## src/fwsr_pkg.sv

```systemverilog
// shared constants, types and status layout of the flash write status logic
package fwsr_pkg;
  localparam int unsigned CLK_MHZ       = 250;
  localparam int unsigned PROT_PGM_NS   = 2000;
  localparam int unsigned PROT_ERS_US   = 100;
  localparam int unsigned ERASE_WIN_US  = 50;
  localparam int unsigned PGM_MAX_US    = 300;
  localparam longint     ERASE_MAX_MS   = 15000;
  localparam logic [31:0] PROT_PGM_CYC  = 32'(PROT_PGM_NS * CLK_MHZ / 1000);
  localparam logic [31:0] PROT_ERS_CYC  = 32'(PROT_ERS_US * CLK_MHZ);
  localparam logic [31:0] ERASE_WIN_CYC = 32'(ERASE_WIN_US * CLK_MHZ);
  localparam logic [31:0] PGM_MAX_CYC   = 32'(PGM_MAX_US * CLK_MHZ);
  localparam logic [31:0] ERASE_MAX_CYC = 32'(ERASE_MAX_MS * 64'd1000 * CLK_MHZ);
  localparam int unsigned ADDR_W_DEF    = 19;
  localparam int unsigned SBITS_DEF     = 3;
  localparam logic [18:0] PROT_ADDR     = 19'h03FFF;
  localparam int unsigned PROT_BIT      = 7;
  localparam logic [7:0] CMD_PROGRAM    = 8'hA0;
  localparam logic [7:0] CMD_ERASE_SET  = 8'h80;
  localparam logic [7:0] CMD_SECTOR     = 8'h30;
  localparam logic [7:0] CMD_SUSPEND    = 8'hB0;
  localparam logic [7:0] CMD_RESUME     = 8'h30;
  localparam logic [7:0] CMD_RESET      = 8'hF0;
  localparam logic [7:0] RD_RESET       = 8'h00;

  // status byte as seen on the data bus during a status read
  typedef struct packed {
    logic dataPoll;
    logic toggleOne;
    logic timeoutFlag;
    logic rsv4;
    logic eraseTimer;
    logic toggleTwo;
    logic rsv1;
    logic rsv0;
  } fwsr_status_s;

  typedef enum logic [3:0] {
    ST_READ, ST_PGM_SET, ST_ERS_SET, ST_WIN, ST_ERASE,
    ST_SUSP, ST_PGM, ST_PROT, ST_TOUT
  } fwsr_state_e;
endpackage

```

## src/fwsr_flash_status.sv

```systemverilog
// program and erase sequencer with toggle, timeout and timer status reporting
//
// The implementer's own choices: the plain strobed port and the address map.
`timescale 1ns/10ps
// Function
// RL1: erase of only protected sectors toggles briefly then returns to array reads
// RL2: mixed erase selection erases only the unprotected sectors
// RL3: toggle bit one runs during erase and freezes in suspend
// RL4: program into protected sector toggles about 2 us then returns
// RL5: program during suspend toggles bit one until program completes
// RL6: toggle bit two flips on reads of sectors selected for erase
// RL7: host reads status twice; equal toggles mean done
// RL8: host rechecks toggling after timeout flag; still toggling means reset
// RL9: host restarts toggle detection after leaving polling
// RL10: timeout flag rises when pulse-count limit is exceeded
// RL11: in timeout only status reads work, commands are dropped
// RL12: after timeout a reset command is needed, then good sectors work
// RL13: programming a non-blank location never raises timeout
// RL14: erase window starts after first sector command, timer flag low inside
// RL15: status is valid right after the first sector erase command
// RL16: timer flag high means erasing; further commands ignored
// RL17: timer flag low lets more sector commands join the erase
// RL18: host checks timer flag before and after each added sector
// RL19: protection bit 7 one allows debugger download, zero blocks it
// RL20: protection bit never gates processor instruction fetch
// RL21: host writes the seven low protection bits as zero
// RL22: toggle bit one inverts on every read while an operation runs
// RL23: one read gives all status bits with reserved bits zero
module fwsr_flash_status
  import fwsr_pkg::*;
#(
  parameter int unsigned ADDR_W  = fwsr_pkg::ADDR_W_DEF,
  parameter int unsigned SBITS   = fwsr_pkg::SBITS_DEF,
  parameter logic [31:0] WIN_CYC = fwsr_pkg::ERASE_WIN_CYC,
  parameter logic [31:0] PE_CYC  = fwsr_pkg::PROT_ERS_CYC,
  parameter logic [31:0] PGM_LIM = fwsr_pkg::PGM_MAX_CYC,
  parameter logic [31:0] ERS_LIM = fwsr_pkg::ERASE_MAX_CYC
)(
  input  wire logic                  clk_sys,
  input  wire logic                  rst_b,
  input  wire logic [ADDR_W-1:0]     busAddr,
  input  wire logic [7:0]            busWrData,
  input  wire logic                  busWrite,
  input  wire logic                  busRead,
  output logic      [7:0]            busRdData,
  input  wire logic [7:0]            arrayData,
  input  wire logic [7:0]            protByte,
  input  wire logic [(1<<SBITS)-1:0] sectorProt,
  input  wire logic                  coreDone,
  output logic                       pgmRun,
  output logic                       eraseRun,
  output logic      [ADDR_W-1:0]     pgmAddr,
  output logic      [7:0]            pgmData,
  output logic      [(1<<SBITS)-1:0] eraseMask,
  input  wire logic                  dbgRead,
  output logic      [7:0]            dbgRdData,
  output logic                       dbgBlocked
);
  import fwsr_pkg::*;

  localparam int unsigned NSEC = 1 << SBITS;

  fwsr_state_e      state;
  logic [31:0]      cnt;
  logic [31:0]      protLim;
  logic             protIsPgm;
  logic             inSusp;
  logic             nonBlank;
  logic [NSEC-1:0]  selMask;
  logic             toggleOne;
  logic             toggleTwo;
  logic             protOff;
  logic [SBITS-1:0] rdSec;
  logic             busy;
  logic             pgmKind;
  logic             eraseKind;
  logic             statusSel;
  logic             etBit;
  fwsr_status_s     status;

  // sector number from the top address bits
  function automatic logic [SBITS-1:0] sectorOf(input logic [ADDR_W-1:0] a);
    sectorOf = a[ADDR_W-1 -: SBITS];
  endfunction

  // one-hot bit for a sector
  function automatic logic [NSEC-1:0] secBit(input logic [ADDR_W-1:0] a);
    secBit = NSEC'(1) << sectorOf(a);
  endfunction

  // decode of the current operation kind
  assign rdSec     = sectorOf(busAddr);
  assign eraseKind = (state == ST_WIN) | (state == ST_ERASE) | (state == ST_SUSP)
                   | ((state == ST_PROT) & ~protIsPgm) | ((state == ST_TOUT) & |selMask);
  assign pgmKind   = (state == ST_PGM) | ((state == ST_PROT) & protIsPgm)
                   | ((state == ST_TOUT) & ~|selMask);
  assign busy      = (state == ST_WIN) | (state == ST_ERASE) | (state == ST_PGM)
                   | (state == ST_PROT) | (state == ST_TOUT);
  assign etBit     = (state == ST_ERASE) | ((state == ST_TOUT) & |selMask); // RL14 RL16
  // status reads: busy, or suspended erase at a selected sector
  assign statusSel = busy | ((state == ST_SUSP) & selMask[rdSec]); // RL15

  // status byte, reserved bits fixed at zero
  always_comb
  begin
    status             = '0; // RL23
    status.dataPoll    = pgmKind ? ~pgmData[7] : (state == ST_SUSP);
    status.toggleOne   = toggleOne;
    status.timeoutFlag = (state == ST_TOUT); // RL10
    status.eraseTimer  = etBit;
    status.toggleTwo   = toggleTwo;
  end

  // command decode, operation timing and drive to the array macro
  always_ff @(posedge clk_sys or negedge rst_b)
  begin
    if (!rst_b)
    begin
      state     <= ST_READ;
      cnt       <= '0;
      protLim   <= '0;
      protIsPgm <= 1'b0;
      inSusp    <= 1'b0;
      nonBlank  <= 1'b0;
      selMask   <= '0;
      pgmRun    <= 1'b0;
      eraseRun  <= 1'b0;
      pgmAddr   <= '0;
      pgmData   <= '0;
      eraseMask <= '0;
    end
    else
    begin
      case (state)
        ST_READ:
        begin
          if (busWrite && busWrData == CMD_PROGRAM)
            state <= ST_PGM_SET;
          else if (busWrite && busWrData == CMD_ERASE_SET)
            state <= ST_ERS_SET;
        end
        ST_PGM_SET:
        begin
          if (busWrite)
          begin
            pgmAddr  <= busAddr;
            pgmData  <= busWrData;
            nonBlank <= |(busWrData & ~arrayData); // RL13
            cnt      <= '0;
            if (sectorProt[sectorOf(busAddr)])
            begin
              state     <= ST_PROT; // RL4
              protLim   <= PROT_PGM_CYC;
              protIsPgm <= 1'b1;
            end
            else
            begin
              state  <= ST_PGM; // RL5
              pgmRun <= 1'b1;
            end
          end
        end
        ST_ERS_SET:
        begin
          if (busWrite && busWrData == CMD_SECTOR)
          begin
            selMask <= secBit(busAddr);
            cnt     <= '0;
            state   <= ST_WIN; // RL14
          end
          else if (busWrite)
            state <= ST_READ;
        end
        ST_WIN:
        begin
          cnt <= cnt + 32'h1;
          if (busWrite && busWrData == CMD_SECTOR)
          begin
            selMask <= selMask | secBit(busAddr); // RL17
            cnt     <= '0;
          end
          else if (busWrite && busWrData == CMD_SUSPEND)
            state <= ST_SUSP;
          else if (cnt >= WIN_CYC - 32'h1)
          begin
            cnt <= '0;
            if ((selMask & ~sectorProt) == '0)
            begin
              state     <= ST_PROT; // RL1
              protLim   <= PE_CYC;
              protIsPgm <= 1'b0;
            end
            else
            begin
              state     <= ST_ERASE;
              eraseMask <= selMask & ~sectorProt; // RL2
              eraseRun  <= 1'b1;
            end
          end
        end
        ST_ERASE:
        begin
          cnt <= cnt + 32'h1; // RL16
          if (coreDone)
          begin
            state    <= ST_READ;
            eraseRun <= 1'b0;
            selMask  <= '0;
          end
          else if (cnt >= ERS_LIM)
          begin
            state    <= ST_TOUT; // RL10
            eraseRun <= 1'b0;
          end
          else if (busWrite && busWrData == CMD_SUSPEND)
          begin
            state    <= ST_SUSP; // RL3
            eraseRun <= 1'b0;
          end
        end
        ST_SUSP:
        begin
          if (busWrite && busWrData == CMD_PROGRAM)
          begin
            state  <= ST_PGM_SET;
            inSusp <= 1'b1;
          end
          else if (busWrite && busWrData == CMD_RESUME)
          begin
            cnt       <= '0;
            state     <= ST_ERASE;
            eraseMask <= selMask & ~sectorProt; // RL2
            eraseRun  <= 1'b1;
          end
        end
        ST_PGM:
        begin
          cnt <= cnt + 32'h1;
          if (coreDone)
          begin
            state  <= inSusp ? ST_SUSP : ST_READ; // RL5
            inSusp <= 1'b0;
            pgmRun <= 1'b0;
          end
          else if (cnt >= PGM_LIM && !nonBlank)
          begin
            state  <= ST_TOUT; // RL10 RL13
            pgmRun <= 1'b0;
          end
        end
        ST_PROT:
        begin
          cnt <= cnt + 32'h1;
          if (cnt >= protLim - 32'h1)
          begin
            state   <= inSusp ? ST_SUSP : ST_READ; // RL1 RL4
            inSusp  <= 1'b0;
            selMask <= protIsPgm ? selMask : '0;
          end
        end
        ST_TOUT:
        begin
          if (busWrite && busWrData == CMD_RESET)
          begin
            state   <= ST_READ; // RL11 RL12
            selMask <= '0;
            inSusp  <= 1'b0;
          end
        end
        default:
          state <= ST_READ;
      endcase
    end
  end

  // toggle bit one flips on each status read while busy, toggle bit two on status reads of a sector selected for erase while the current operation is an erase
  always_ff @(posedge clk_sys or negedge rst_b)
  begin
    if (!rst_b)
    begin
      toggleOne <= 1'b0;
      toggleTwo <= 1'b0;
    end
    else if (busRead && statusSel)
    begin
      if (busy)
        toggleOne <= ~toggleOne; // RL22 RL3
      if (eraseKind && selMask[rdSec])
        toggleTwo <= ~toggleTwo; // RL6
    end
  end

  // processor read path: status or array, never gated by protection
  always_ff @(posedge clk_sys or negedge rst_b)
  begin
    if (!rst_b)
      busRdData <= RD_RESET;
    else if (busRead)
      busRdData <= statusSel ? status : arrayData; // RL20 RL23
    else
      busRdData <= RD_RESET;
  end

  // debugger download gated by the stored protection bit
  always_ff @(posedge clk_sys or negedge rst_b)
  begin
    if (!rst_b)
    begin
      protOff    <= 1'b0;
      dbgBlocked <= 1'b1;
      dbgRdData  <= RD_RESET;
    end
    else
    begin
      protOff    <= protByte[PROT_BIT]; // RL19
      dbgBlocked <= ~protOff;
      if (dbgRead && protOff)
        dbgRdData <= arrayData; // RL19
      else
        dbgRdData <= RD_RESET;
    end
  end
endmodule

```

## config.mk

```make
export PLATFORM = sky130hd
export DESIGN_NAME = fwsr_flash_status
export DESIGN_NICKNAME = d
export VERILOG_FILES = /design/src/fwsr_pkg.sv /design/src/fwsr_flash_status.sv
export SDC_FILE = /design/constraint.sdc
export NUM_CORES = 1
export LEC_CHECK = 0
export BUFFER_PORTS_ARGS = -buffer_cell sky130_fd_sc_hd__buf_2
export CORE_ASPECT_RATIO = 1.25
export CORE_MARGIN = 2
export CORE_UTILIZATION = 45
export CTS_CLUSTER_SIZE = 28
export DETAILED_ROUTE_END_ITERATION = 6
export PLACE_DENSITY = 0.68
export SLEW_MARGIN = 10
export SYNTH_ARGS = -nofsm -noshare
export SYNTH_HDL_FRONTEND = slang
export SYNTH_SLANG_ARGS = --single-unit
```

## constraint.sdc

```tcl
create_clock -name clk_sys -period 4.45 [get_ports clk_sys]
set_input_delay 0.445 -clock clk_sys [delete_from_list [all_inputs] [get_ports clk_sys]]
set_output_delay 0.445 -clock clk_sys [all_outputs]
set_load 0.02 [all_outputs]
```

## Word-level counts from Yosys, hierarchy flattened

Index checks and enable logic that the tools add are counted.

- Logic and storage cells: 207
- Output and inout port bits: 54
- Bits of input ports: 57
- Register bits: 136

- Magnitude comparators: 5
- Shift-type cells: 1
- Equality and inequality tests: 37
- Muxes and demuxes: 84
- Add/subtract/negate cells: 2
- Reduce and logical (&&, ||, !) cells: 34
- Bitwise logic cells: 26

Operator list:

| kind | number |
|---|---|
| $mux 32 | 12 |
| $pmux 32 s5 | 1 |
| $mux 8 | 15 |
| $mux 4 | 17 |
| $pmux 32 s2 | 1 |
| $pmux 8 s5 | 1 |
| $pmux 4 s9 | 1 |
| $add 32x1->32 const B | 1 |
| $eq 8x8->1 const B | 4 |
| $ge 32x14->1 const B | 1 |
| $ge 32x17->1 const B | 1 |
| $ge 32x32->1 | 1 |
| $ge 32x32->1 const B | 1 |
| $sub 32x1->32 const B | 1 |
| $mux 1 | 27 |
| $ne 2x2->1 const B | 11 |
| $reduce_and 7->1 | 3 |
| $and 8x8->8 | 2 |
| $eq 4x3->1 const B | 4 |
| $not 8->8 | 2 |
| $pmux 8 s2 | 1 |
| $reduce_or 8->1 | 2 |
| $ne 2x1->1 const B | 7 |
| $or 1x1->1 | 11 |
| other kinds (34) | 61 |

## Logic depth before layout (Yosys ltp)

- Word-level depth: 8
- Mapped depth: 17

## Worst setup path before layout

No wires, ideal clock.

- Kind: flip-flop to flip-flop
- Start point: register protLim[13]
- End point: register selMask[0]
- Slack: 1.150 ns
- Buffers on the path: 1
- Data arrival time: 3.179 ns
- Cell stages (with the launch flop): 17
- Path through: dfrtp_1 -> clkinv_1 -> ha_1 -> nand2_1 -> inv_1 -> nand2_1 -> inv_1 -> ha_1 -> ha_1 -> nand2_1 -> o21a_1 -> o221a_2 -> o21ai_0 -> o21ai_2 -> or3_1 -> buf_2 -> a32o_1

- Word-level cells in the longest chain between the ends: 4

RTL lines:

| item | RTL line | text |
|---|---|---|
| from (decl) | fwsr_flash_status.sv:65 | `logic [31:0] protLim;` |
| from (signal assigned) | fwsr_flash_status.sv:121 | `protLim <= '0;` |
| from (signal assigned) | fwsr_flash_status.sv:153 | `protLim <= PROT_PGM_CYC;` |
| from (signal assigned) | fwsr_flash_status.sv:190 | `protLim <= PE_CYC;` |
| $sub 32x1->32 | fwsr_flash_status.sv:254 | `if (cnt >= protLim - 32'h1)` |
| $ge 32x32->1 | fwsr_flash_status.sv:254 |  |
| $ne 2x1->1 (no source line) | - |  |
| $reduce_and 7->1 (no source line) | - |  |
| to (signal assigned) | fwsr_flash_status.sv:167 | `selMask <= secBit(busAddr);` |
| to (signal assigned) | fwsr_flash_status.sv:179 | `selMask <= selMask \| secBit(busAddr);` |
| to (signal assigned) | fwsr_flash_status.sv:258 | `selMask <= protIsPgm ? selMask : '0;` |
| to (decl) | fwsr_flash_status.sv:69 | `logic [NSEC-1:0] selMask;` |

Every way passes these cells.
A chain may end at the register's enable or synchronous reset.

## Final worst setup path

- Start point: register protLim[13]
- End point: register selMask[1]

Same word-level chain as after synthesis.

==> impl_metrics.toml <==
[status]
outcome = "complete, no violations"

[pwr]
static-leakage-power_nw = 3.619
cellPowerDensity_nw_per_um2 = 416.8
vdd.ir_drop.worst_uv = 360.1

[worst_setup_path]
required_ns = 4.70
worstSetupEndpointType = "register"
arrival_ns = 4.05
startpoint_type = "register"
crit_path_cell_trace = "clkinv_1 -> ha_1 -> nand2_1 -> inv_1 -> nand2_1 -> inv_1 -> ha_1 -> ha_1 -> nand2_1 -> o21a_1 -> o221a_2 -> o21ai_0 -> o21ai_2 -> or3_1 -> a32o_1"
max_stage_delay_ns = 0.54
path_class = "reg -> reg"
slowest_stage = "or3_1"
crit_fanout = 12

[cts]
cts_resized = 0
root_buffer = "clkbuf_16"
cts_made_buffers = 9
cts_tree = "built"
cts_max_level = 3
cts_sinks = 106
worstSkewPairLatency_ns = 0.36
postCtsHoldBufs = 0
clockBufferDepth = 2
clkTransAtPathRegs_ns = 0.08
postCtsSetupBuffers = 0

[synthesis]
synth_edf_count = 0
async_reset_ff_share_pct = 100.0
synth_nets = 760
syn-mean-instance-area_um2 = 9.591
synth_flop_cell = "dfrtp_1"
yosysUniqueCellTypes = 76
ys_warn_count = 0
ys_ff_latch = 106
yosysSeqAreaShare_pct = 41.55
netlist_area_um2 = 6387
synthCells = 666

[layout]
drive_above_1_share_pct = 24.07
fill_cells = 1243
synthToLayoutAreaGrowth_pct = 14.44
finalNetCount = 845
diodes = 0
final_area_um2 = 7310
stdcell_count = 931

[floorplanning]
initial_utilization_pct = 46.04
die_area_um2 = 15170
rows = 48
core-area_um2 = 13870
die_w_um = 110.6
fp.dieH_um = 137.2
io_pins = 111

[detailed_routing]
wl_mm = 16.28
via_count = 5460
vias_per_cell = 5.865
dr.pass1.iters = 5
antenna_left = 0
drc = 0
drt_iter0_markers = 190
wl_per_cell_um = 17.49

[timing]
slew_headroom_pct = 39.41
post-route-period-util_pct = 85.26
fin_crit_ns = 3.794
rsz0062_at_grt = "false"
clock_skew_ns = 0.004840
tightest_slew_ns = 0.9088
fin_hold_ws_ns = 0.1834
setup_viol = 0
hold_violations = 0
slew_viol_final = 0
fmax_mhz = 263.6
tns_ns = 0

[flow_run]
cap_viol_max_count = 0

[place]
place_area_um2 = 6989
routabilityCongestion = 0.8776
post-place-cells = 915
port_buffers = 103
dp_hpwl_mm = 12.32

[grt]
grt_pass1_wl_mm = 26.81
grt_usage_pct = 21.83
grt_pass1_vias = 5512
antenna_found_initial = 0
grt_max_degree = 70
grt-ovfl-total = 0

[min_path]
hold_path.class = "in -> reg"
-- worst paths after layout --
path | start | endpoint | slack (ns) | cells past startpoint
max in group asynchronous | rst_b | pgmAddr[1] | 3.25 | 2
min in group asynchronous | rst_b | cnt[8] | 0.19 | 1
worst min register to register | pgmData[6] | pgmData[6] | 0.48 | 2
worst max register to register | protLim[13] | selMask[1] | 0.66 | 15
worst max-delay path | protLim[13] | selMask[1] | 0.66 | 15
worst min-delay path | protByte[7] | protOff | 0.18 | 1
-- cells in the mapped netlist, types with 4 or more instances --
master     instances  area share (%)
dfrtp_1          105              41
nand2_1           68             4.0
nor2_1            50             2.9
ha_1              37             7.2
a21oi_1           35             2.7
nand3_1           35             2.7
o21ai_0           30             2.4
mux2_2            26             4.6
inv_1             25             1.5
clkbuf_1          22             1.3
nand4_1           21             2.1
and3_1            20             2.0
a31oi_1           13             1.3
nor2b_1           13             1.3
nor3_1            13             1.0
nor4_1            12             1.2
xnor2_1           12             1.6
xor2_1            11             1.5
o22ai_1            7            0.69
and4_1             5            0.69
buf_2              5            0.39
o211ai_1           5            0.59
or4_1              5            0.59
a32o_1             4            0.63
a41oi_1            4            0.55
and2_1             4            0.39
mux2i_1            4            0.63
mux4_2             4             1.4
o2bb2ai_1          4            0.55
-- critical path, delay by kind of cell (launching register included) --
family | cells | cell delay (ns)
simple gates | 4 | 0.84
fa+ha+maj | 3 | 0.98
compound gates | 5 | 1.03
buf+inv | 3 | 0.46
flops | 1 | 0.36
-- sequential cells by signal, summed over array words and instances (netlist names) --
register,cells
toggleTwo,1
state,4
protOff,1
eraseRun,1
pgmRun,1
pgmData,8
nonBlank,1
busRdData,8
selMask,8
dbgRdData,8
inSusp,1
toggleOne,1
dbgBlocked,1
eraseMask,8
cnt,32
pgmAddr,19
protLim,3
-- cell usage in the layout, fill, tap and decap left out, types with 3 or more instances in the layout --
cell,instances
dfrtp_1,105
buf_2,102
nand2_1,68
nor2_1,50
ha_1,37
a21oi_1,35
nand3_1,35
o21ai_0,30
mux2_2,26
inv_1,25
nand4_1,21
and3_1,20
nor2b_1,13
nor3_1,13
a31oi_1,13
xnor2_1,12
nor4_1,12
xor2_1,11
clkbuf_16,9
o22ai_1,7
buf_4,6
or4_1,5
o211ai_1,5
and4_1,5
mux4_2,4
and2_1,4
a41oi_1,4
mux2i_1,4
o2bb2ai_1,4
a32o_1,4
nand2b_1,3
or3_1,3
o31ai_1,3
-- layer usage --
layer  vias to the layer above  track usage (%)  part of all wire, %
met2                       184            39.40                   52
met5                         -                0                    0
met4                         0            8.403                  3.2
li1                       2602                -                    -
met1                      2638            25.09                   39
met3                        36            5.499                  5.4
-- area by class of cell --
class	count	area [um2]	area share (%)
Multi-Input combinational cell	500	3463	47.38
Sequential cell	106	2654	36.31
Timing Repair Buffer	108	555.5	7.600
Clock buffer	9	225.2	3.081
Tap cell	175	219.0	2.996
Inverter	26	97.59	1.335
Clock inverter	7	95.09	1.301
-- per-stage QoR --
step | utilization, % | total power [mW] | setup slack (ns)
2_1_floorplan | - | 1.911 | 1.150
3_3_place_gp | 50.38 | 2.165 | 0.7860
3_5_place_dp | 50.38 | 2.197 | 0.7149
4_1_cts | 52.69 | 3.065 | 0.6907
5_1_grt | 52.69 | 3.215 | 0.4263
6_report | 52.69 | 3.047 | 0.6561
-- cell families after synthesis --
logic type,Yosys count,synth area share (%)
DFF,106,41.55
xor gates and xnor gates,23,3.154
and+or+nand+nor,274,22.88
adders and majority gates,37,7.248
muxes,36,6.974
AOI/OAI and AO/OA,130,13.97
buffers and inverters,60,4.231
-- report_power, final --
part	switching (mW)	internal [mW]	leakage (nW)
combinational	0.589	0.364	2.03
sequential	0.134	1.10	1.43
clock	0.408	0.455	0.157
No activity file was read; power rests on OpenSTA's default activity.
